File: src/afa_regs.svh
`ifndef AFA_REGS_SVH
`define AFA_REGS_SVH

// ---------------------------------------------------------------------------
// Timing
// ---------------------------------------------------------------------------
// Control clock rate in Hz
`define AFA_CLK_HZ 50000000
// Milliseconds in one second, used to derive the millisecond tick
`define AFA_MS_PER_S 1000
// Length of the acknowledgement window in minutes
`define AFA_WINDOW_MIN 10
// Milliseconds in one minute
`define AFA_MS_PER_MIN 60000

// ---------------------------------------------------------------------------
// Setting limits and reset values
// ---------------------------------------------------------------------------
// Restart delay in ms: upper bound and reset value
`define AFA_RESTART_MAX_MS 10'h3e8
`define AFA_RESTART_DEF_MS 10'h014
// Allowed acknowledgements per window: upper bound and reset value
`define AFA_ACK_LIMIT_MAX 5'h14
`define AFA_ACK_LIMIT_DEF 5'h05
// Timestamp slots per counter, enough for the largest limit
`define AFA_ACK_SLOTS 20
// Width of a slot age in ms
`define AFA_AGE_W 20
// Number of fault types that recover automatically
`define AFA_FAULT_TYPES 3

`endif

File: src/afa_pkg.sv
package afa_pkg;

  // Sequencer states, one-hot
  typedef enum logic [3:0] {
    ST_RUN    = 4'b0001,
    ST_DELAY  = 4'b0010,
    ST_SEARCH = 4'b0100,
    ST_LOCKED = 4'b1000
  } seq_state_t;

  // Fault types, also the index of each acknowledgement counter
  typedef enum logic [1:0] {
    FT_OVERCURRENT_FIRST  = 2'h0,
    FT_OVERCURRENT_SECOND = 2'h1,
    FT_OVERVOLTAGE        = 2'h2
  } fault_type_t;

endpackage

File: src/ack_if.sv
`timescale 1ns/1ps

// Link between the sequencer and one acknowledgement counter
interface ack_if;
  logic tick_ms;
  logic ack;
  logic [4:0] count;

  modport main (output tick_ms, output ack, input count);
  modport counter (input tick_ms, input ack, output count);
endinterface

File: src/auto_fault_acknowledge.sv
`timescale 1ns/1ps
`include "afa_regs.svh"

// Summary of operation
// - Only the two overcurrent faults and overvoltage recover without user action.
// - A fault turns the power switches off, then waits the 0..1000 ms delay.
// - After the delay a quick speed search catches the machine, always quick mode.
// - At most 0..20 acknowledgements (default 5) are allowed in ten minutes.
// - A fault beyond the allowed count locks the switches off in fault state.
// - Each fault type has its own counter and is checked only against it.
module auto_fault_acknowledge
  import afa_pkg::*;
#(
  parameter int unsigned MS_CYCLES = `AFA_CLK_HZ / `AFA_MS_PER_S,
  parameter int unsigned WINDOW_MS = `AFA_WINDOW_MIN * `AFA_MS_PER_MIN
) (
  input wire logic clk,
  input wire logic sys_rst,
  input wire logic overcurrent_fault_first,
  input wire logic overcurrent_fault_second,
  input wire logic overvoltage_fault,
  input wire logic [9:0] set_restart_delay_ms,
  input wire logic [4:0] set_ack_limit,
  input wire logic set_load,
  input wire logic search_done,
  input wire logic user_ack,
  output logic switches_off_q,
  output logic search_start_q,
  output logic quick_sync_q,
  output logic locked_q,
  output logic recovered_q,
  output logic [1:0] fault_type_q
);

  localparam int NF = `AFA_FAULT_TYPES;
  localparam logic [15:0] MS_LAST = 16'(MS_CYCLES - 1);

  seq_state_t state_q;
  seq_state_t state_d;
  logic [9:0] delay_set_q;
  logic [4:0] limit_q;
  logic [15:0] presc_q;
  logic tick_q;
  logic [9:0] delay_q;
  logic [NF-1:0] ack_q;
  logic [4:0] count_w [NF];
  logic [NF-1:0] fault_w;
  logic fault_any;
  fault_type_t sel_type;
  logic allowed;
  logic [4:0] pending;
  logic delay_over;

  // -----------------------------------------------------------------------
  // Settings
  // -----------------------------------------------------------------------
  // Settings are clamped to their range and taken on a load strobe
  always_ff @(posedge clk) begin
    if (sys_rst) begin
      delay_set_q <= `AFA_RESTART_DEF_MS;
      limit_q <= `AFA_ACK_LIMIT_DEF;
    end else if (set_load) begin
      if (set_restart_delay_ms > `AFA_RESTART_MAX_MS) begin
        delay_set_q <= `AFA_RESTART_MAX_MS;
      end else begin
        delay_set_q <= set_restart_delay_ms;
      end
      if (set_ack_limit > `AFA_ACK_LIMIT_MAX) begin
        limit_q <= `AFA_ACK_LIMIT_MAX;
      end else begin
        limit_q <= set_ack_limit;
      end
    end
  end

  // -----------------------------------------------------------------------
  // Millisecond tick
  // -----------------------------------------------------------------------
  // Free-running prescaler shared by the delay and the counters
  always_ff @(posedge clk) begin
    if (sys_rst) begin
      presc_q <= '0;
      tick_q <= 1'b0;
    end else if (presc_q == MS_LAST) begin
      presc_q <= '0;
      tick_q <= 1'b1;
    end else begin
      presc_q <= presc_q + 16'h0001;
      tick_q <= 1'b0;
    end
  end

  // -----------------------------------------------------------------------
  // Acknowledgement counters
  // -----------------------------------------------------------------------
  ack_if ack_bus [NF] ();

  generate
    for (genvar g = 0; g < NF; g++) begin : g_cnt
      assign ack_bus[g].tick_ms = tick_q;
      assign ack_bus[g].ack = ack_q[g];
      assign count_w[g] = ack_bus[g].count;

      ack_window_counter #(
        .WINDOW_MS(WINDOW_MS)
      ) u_cnt (
        .clk(clk),
        .sys_rst(sys_rst),
        .port(ack_bus[g])
      );
    end
  endgenerate

  // -----------------------------------------------------------------------
  // Fault decision
  // -----------------------------------------------------------------------
  // Only the three eligible faults enter; first overcurrent has priority
  assign fault_w = {overvoltage_fault, overcurrent_fault_second,
                    overcurrent_fault_first};
  assign fault_any = |fault_w;

  always_comb begin
    if (fault_w[0]) begin
      sel_type = FT_OVERCURRENT_FIRST;
    end else if (fault_w[1]) begin
      sel_type = FT_OVERCURRENT_SECOND;
    end else begin
      sel_type = FT_OVERVOLTAGE;
    end
  end

  // Recovery allowed only while this type's own count is below the limit.
  // An acknowledgement still on its way into the counter counts already,
  // so a fault held over several cycles cannot slip past the limit.
  assign pending = count_w[sel_type] + 5'(ack_q[sel_type]);
  assign allowed = pending < limit_q;
  assign delay_over = (delay_q == 10'h000);

  // -----------------------------------------------------------------------
  // Sequencer
  // -----------------------------------------------------------------------
  // Next state
  always_comb begin
    state_d = state_q;
    case (state_q)
      ST_RUN, ST_DELAY, ST_SEARCH: begin
        if (fault_any) begin
          if (allowed) begin
            state_d = ST_DELAY;
          end else begin
            state_d = ST_LOCKED;
          end
        end else if (state_q == ST_DELAY && delay_over) begin
          state_d = ST_SEARCH;
        end else if (state_q == ST_SEARCH && search_done) begin
          state_d = ST_RUN;
        end
      end
      ST_LOCKED: begin
        if (user_ack && !fault_any) begin
          state_d = ST_RUN;
        end
      end
      default: begin
        state_d = ST_LOCKED;
      end
    endcase
  end

  // State register
  always_ff @(posedge clk) begin
    if (sys_rst) begin
      state_q <= ST_RUN;
    end else begin
      state_q <= state_d;
    end
  end

  // Restart delay countdown, reloaded on each accepted fault
  always_ff @(posedge clk) begin
    if (sys_rst) begin
      delay_q <= '0;
    end else if (state_d == ST_DELAY && state_q != ST_DELAY) begin
      delay_q <= delay_set_q;
    end else if (state_q == ST_DELAY && fault_any) begin
      delay_q <= delay_set_q;
    end else if (state_q == ST_DELAY && tick_q && !delay_over) begin
      delay_q <= delay_q - 10'h001;
    end
  end

  // One acknowledgement recorded on its own counter for each cycle that an accepted fault is present
  always_ff @(posedge clk) begin
    if (sys_rst) begin
      ack_q <= '0;
    end else begin
      ack_q <= '0;
      if (state_q != ST_LOCKED && fault_any && allowed) begin
        ack_q[sel_type] <= 1'b1;
      end
    end
  end

  // -----------------------------------------------------------------------
  // Outputs
  // -----------------------------------------------------------------------
  // Power switches stay off in every state but normal running
  always_ff @(posedge clk) begin
    if (sys_rst) begin
      switches_off_q <= 1'b0;
    end else begin
      switches_off_q <= (state_d != ST_RUN);
    end
  end

  // Search request pulse and quick mode select while searching
  always_ff @(posedge clk) begin
    if (sys_rst) begin
      search_start_q <= 1'b0;
      quick_sync_q <= 1'b0;
    end else begin
      search_start_q <= (state_d == ST_SEARCH) && (state_q != ST_SEARCH);
      quick_sync_q <= (state_d == ST_SEARCH);
    end
  end

  // Lockout flag, recovery pulse and last fault type
  always_ff @(posedge clk) begin
    if (sys_rst) begin
      locked_q <= 1'b0;
      recovered_q <= 1'b0;
      fault_type_q <= FT_OVERCURRENT_FIRST;
    end else begin
      locked_q <= (state_d == ST_LOCKED);
      recovered_q <= (state_q == ST_SEARCH) && (state_d == ST_RUN);
      if (state_q != ST_LOCKED && fault_any) begin
        fault_type_q <= sel_type;
      end
    end
  end

endmodule

File: src/ack_window_counter.sv
`timescale 1ns/1ps
`include "afa_regs.svh"

// Counts the acknowledgements of one fault type over the last window
module ack_window_counter
  import afa_pkg::*;
#(
  parameter int unsigned WINDOW_MS = 600000
) (
  input wire logic clk,
  input wire logic sys_rst,
  ack_if.counter port
);

  localparam int SLOTS = `AFA_ACK_SLOTS;
  localparam logic [`AFA_AGE_W-1:0] AGE_LAST = `AFA_AGE_W'(WINDOW_MS - 1);

  logic [SLOTS-1:0] used_q;
  logic [`AFA_AGE_W-1:0] age_q [SLOTS];
  logic [SLOTS-1:0] ins_sel;
  logic [4:0] cnt;

  // ---------------------------------------------------------------------
  // Free slot search and occupancy count
  // ---------------------------------------------------------------------
  // Lowest free slot takes the next acknowledgement
  always_comb begin
    logic found;
    found = 1'b0;
    ins_sel = '0;
    for (int i = 0; i < SLOTS; i++) begin
      if (!used_q[i] && !found) begin
        ins_sel[i] = 1'b1;
        found = 1'b1;
      end
    end
  end

  // Live acknowledgements in the window
  always_comb begin
    cnt = '0;
    for (int i = 0; i < SLOTS; i++) begin
      cnt = cnt + 5'(used_q[i]);
    end
  end

  assign port.count = cnt;

  // ---------------------------------------------------------------------
  // Slot timestamps
  // ---------------------------------------------------------------------
  // Each slot ages by ms and frees itself when the window has passed
  always_ff @(posedge clk) begin
    for (int i = 0; i < SLOTS; i++) begin
      if (sys_rst) begin
        used_q[i] <= 1'b0;
        age_q[i] <= '0;
      end else if (port.ack && ins_sel[i]) begin
        used_q[i] <= 1'b1;
        age_q[i] <= '0;
      end else if (port.tick_ms && used_q[i]) begin
        if (age_q[i] == AGE_LAST) begin
          used_q[i] <= 1'b0;
        end
        age_q[i] <= age_q[i] + `AFA_AGE_W'(1);
      end
    end
  end

endmodule

File: config.mk
export PLATFORM = sky130hd
export DESIGN_NAME = auto_fault_acknowledge
export DESIGN_NICKNAME = d
export VERILOG_FILES = /design/src/afa_pkg.sv /design/src/ack_if.sv /design/src/auto_fault_acknowledge.sv /design/src/ack_window_counter.sv
export VERILOG_INCLUDE_DIRS = /design/src /design/src/src
export SDC_FILE = /design/constraint.sdc
export NUM_CORES = 2
export LEC_CHECK = 0
export ABC_AREA = 0
export BUFFER_PORTS_ARGS = -buffer_cell sky130_fd_sc_hd__clkbuf_2
export CELL_PAD_IN_SITES_DETAIL_PLACEMENT = 2
export CELL_PAD_IN_SITES_GLOBAL_PLACEMENT = 2
export CORE_MARGIN = 2
export CORE_UTILIZATION = 47
export CTS_CLUSTER_SIZE = 24
export DETAILED_ROUTE_END_ITERATION = 8
export GPL_ROUTABILITY_DRIVEN = 0
export HOLD_SLACK_MARGIN = 0.03
export PLACE_DENSITY_LB_ADDON = 0.2
export SLEW_MARGIN = 5
export SYNTH_ARGS = -nofsm -noshare
export SYNTH_HDL_FRONTEND = slang
export SYNTH_SLANG_ARGS = --single-unit
File: constraint.sdc
create_clock -name clk -period 10.6 [get_ports clk]
set_clock_uncertainty 0.2 [all_clocks]
set_input_delay 1.06 -clock clk [delete_from_list [all_inputs] [get_ports clk]]
set_output_delay 1.06 -clock clk [all_outputs]
set_load 0.01 [all_outputs]
==> flow_metrics.py <==
metrics = {
    "detailed_routing": {
        "dr.first_iter.drc_count": 2898,
        "ant_nets": 0,
        "first_pass_iters": 5,
        "viasPerCell": 5.95,
        "wire_per_inst_microns": 22.6,
        "drc": 0,
        "wl_microns": 204000,
        "vias": 53800,
    },
    "timing": {
        "max-slew-margin-rel": 0.202,
        "tns_ps": 0,
        "max_freq_ghz": 0.131,
        "fin_crit_ps": 7660,
        "setup_viol": 0,
        "hold_viol": 0,
        "finalCritPeriodShare": 0.723,
        "grt_setup_unrepaired": "no",
        "tightestPinTransition_ps": 1200,
        "report.final.slew_viol_count": 0,
    },
    "worst_setup_path": {
        "reg2regPathDepth": 20,
        "r2r-start": "g_cnt[2].u_cnt.used_q[1]",
        "r2r_end": "delay_q[1]",
        "crit_path_end_kind": "flop",
        "crit_required_ps": 11060,
        "startpoint_type": "flop",
        "worst-r2r-setup-slack_ps": 2940,
        "path_max_fanout": 7,
        "critical_path_class": "reg -> reg",
        "arrival_ps": 8120,
    },
    "logic_synthesis": {
        "synth-edff-count": 1200,
        "syn_area_sq_um": 70700,
        "async_flop_share": 0,
        "synth_fp_nets": 7010,
        "yosysTopAreaCellShare": 0.509,
        "synth_warnings": 0,
        "synth_mux_area_frac": 0.00214,
        "synth_cell_types": 71,
        "ys_seq_elements": 1316,
        "avgSynthCellArea_sq_um": 10.3,
        "synth_top_family_by_area": "simple AND/OR/NAND/NOR gates",
        "synth-adder-area-share": 0.0278,
        "synth-xor-area-share": 0.115,
        "synth_compound_area_frac": 0.0446,
        "syn-instance-count": 6853,
        "yosys.area_share.simple": 0.246,
        "synth_area_leaders": "edfxtp_1 (51%), xor2_1 (6.2%), nor2_1 (6.1%), xnor2_1 (5.2%), nand3_1 (3.4%)",
        "synthFlopType": "edfxtp_1",
        "yosysTopAreaCell": "edfxtp_1",
        "yosysSeqAreaShare": 0.542,
    },
    "final_layout": {
        "post-route-util": 0.522,
        "final.fill_count": 15200,
        "syn2layout_area_growth_pct": 10.3,
        "multiInputGateArea_sq_um": 30900,
        "seq_area_sq_um": 38400,
        "stdcell_count": 9037,
        "final_area_sq_um": 78000,
        "nets": 7059,
        "final_cell_mix": "edfxtp_1 (1200), nor2_1 (1154), xor2_1 (504)",
        "drive_above_1_share": 0.0477,
        "n_antenna_cell": 0,
        "final_common_cell": "edfxtp_1",
    },
    "min_path": {
        "hp-class": "reg -> reg",
        "min_to": "presc_q[0]",
        "min-delay-start": "presc_q[0]",
        "hold_depth": 1,
    },
    "grt": {
        "grt_overflow_total": 0,
        "antenna_found_initial": 2,
        "grt_usage": 0.266,
        "grt_pass1_wl_microns": 333000,
        "grt_max_degree": 79,
        "grt_pass1_vias": 59600,
    },
    "floorplanning": {
        "initial_utilization": 0.473,
        "num_rows": 142,
        "die_w_microns": 392,
        "die_area_sq_um": 154000,
        "die_h_microns": 392,
        "core_area_sq_um": 150000,
        "ios": 30,
    },
    "power_and_ir_drop": {
        "cellLeakagePower_nw": 24.8,
        "peakVddDrop_v": 0.000138,
        "p_per_area_nw_per_um2": 151,
    },
    "clock_tree": {
        "numCtsBuffers": 151,
        "cts_tree": "yes",
        "postCtsSetupRepairBufs": 0,
        "clkTransAtPathRegs_ps": 60,
        "cts_resized": 0,
        "ctsHoldBuffers": 0,
        "clockBufferDepth": 3,
        "h-tree-depth": 4,
        "clock_sinks": 1316,
        "cts_root_buffer": "clkbuf_16",
        "clk_latency_ps": 780,
    },
    "placement": {
        "dp_cells": 8765,
        "hpwl_microns": 132000,
        "numPortBuffers": 29,
        "place_area_sq_um": 73200,
    },
    "flow_run": {
        "drv_cap": 0,
    },
    "status": {
        "status": "finished, final reports clean",
    },
}
## synth_stat cells (6+ instances only)
library cell and count:
a21oi_1 236, a31oi_1 6, nand2b_1 6, xnor2_1 421, nor2_1 1154, ha_1 95
o211ai_1 13, or4b_2 6, nand3_1 481, nor4b_1 43, buf_1 8, inv_1 230
or4_1 25, dfxtp_1 116, nand4_1 259, edfxtp_1 1200, and3_1 218, and2_1 58
buf_2 13, clkbuf_1 157, xor2_1 504, o21ai_0 240, nor4_1 115, fa_1 39
or3_1 190, mux2i_1 14, nor4bb_1 8, nand4b_1 30, nor3b_1 11, and4_1 105
a311oi_1 8, nand2_1 485, nand3b_1 6, a211oi_1 31, nor3_1 227, nor2b_1 28
## how the worst max path moves through the flow
| stage | start | slack [ps] | cells after the start | to |
|---|---|---|---|---|
| 3_3_place_gp | g_cnt[2].u_cnt.used_q[1] | 3300 | 20 | delay_q[1] |
| 2_1_floorplan | g_cnt[2].u_cnt.used_q[1] | 4050 | 20 | delay_q[1] |
| 3_5_place_dp | g_cnt[2].u_cnt.used_q[1] | 3040 | 20 | delay_q[1] |
| 5_1_grt | g_cnt[2].u_cnt.used_q[1] | 2670 | 20 | delay_q[1] |
| 4_1_cts | g_cnt[2].u_cnt.used_q[1] | 2880 | 20 | delay_q[1] |
| 6_report | g_cnt[2].u_cnt.used_q[1] | 2940 | 20 | delay_q[1] |
## layout make-up
cell class                 instances  area share
sequential                      1316       0.492
multi-input combinational       5126       0.396
clock buffer                     221      0.0557
tap                             2016      0.0323
inverter                         230      0.0111
timing repair buffer              77     0.00672
clock inverter                    51     0.00632
## where the power goes
part           internal, mW  switching [mW]
Sequential             5.85           0.238
Combinational         0.172           0.306
Clock                  3.05            2.20
## state kept, by name (all words and copies together) (netlist names)
register	flops
ack_bus.tick_ms	1
ack_q	3
delay_q	10
delay_set_q	10
fault_type_q	2
g_cnt.u_cnt.age_q	1200
g_cnt.u_cnt.used_q	60
limit_q	5
locked_q	1
presc_q	16
quick_sync_q	1
recovered_q	1
search_start_q	1
state_q	4
switches_off_q	1
## worst max-delay path, stage by stage (launching register included)
cell and delay (ps):
dfxtp_1 430, inv_1 70, ha_1 320, fa_1 640, fa_1 480, fa_1 500, fa_1 550, fa_1 460
fa_1 420, fa_1 460, mux2i_1 250, nor2_1 80, a21oi_1 200, ha_1 230, nor4b_1 380, xnor2_1 220
ha_1 300, a21o_1 190, a211o_1 390, a21oi_1 420, mux2_2 380
## routing by layer
metal	vias to the layer above	routed length, microns	global-route usage
met3	354	5630	0.0313
met2	718	106000	0.474
met5	-	28	0
li1	24900	-	-
met4	4	5530	0.0797
met1	27800	87300	0.336
## stage by stage
step                      hold slack, ps  setup WS (ps)  total power [mW]
after floorplan                      213           4050              6.44
after global placement               228           3300              6.60
after detailed placement             252           3040              6.65
after CTS                            264           2880              11.9
after global routing                 298           2670              12.2
final                                260           2940              11.8
## kinds of logic after synthesis
group                    after synthesis
AND/OR/NAND/NOR                     3479
buffers and inverters                411
flip-flops                          1316
XOR/XNOR                             925
adder cells (fa/ha/maj)              134
multiplexers                          15
AO/OA/AOI/OAI                        573
Note: power is estimated with default switching activity, not from simulation.
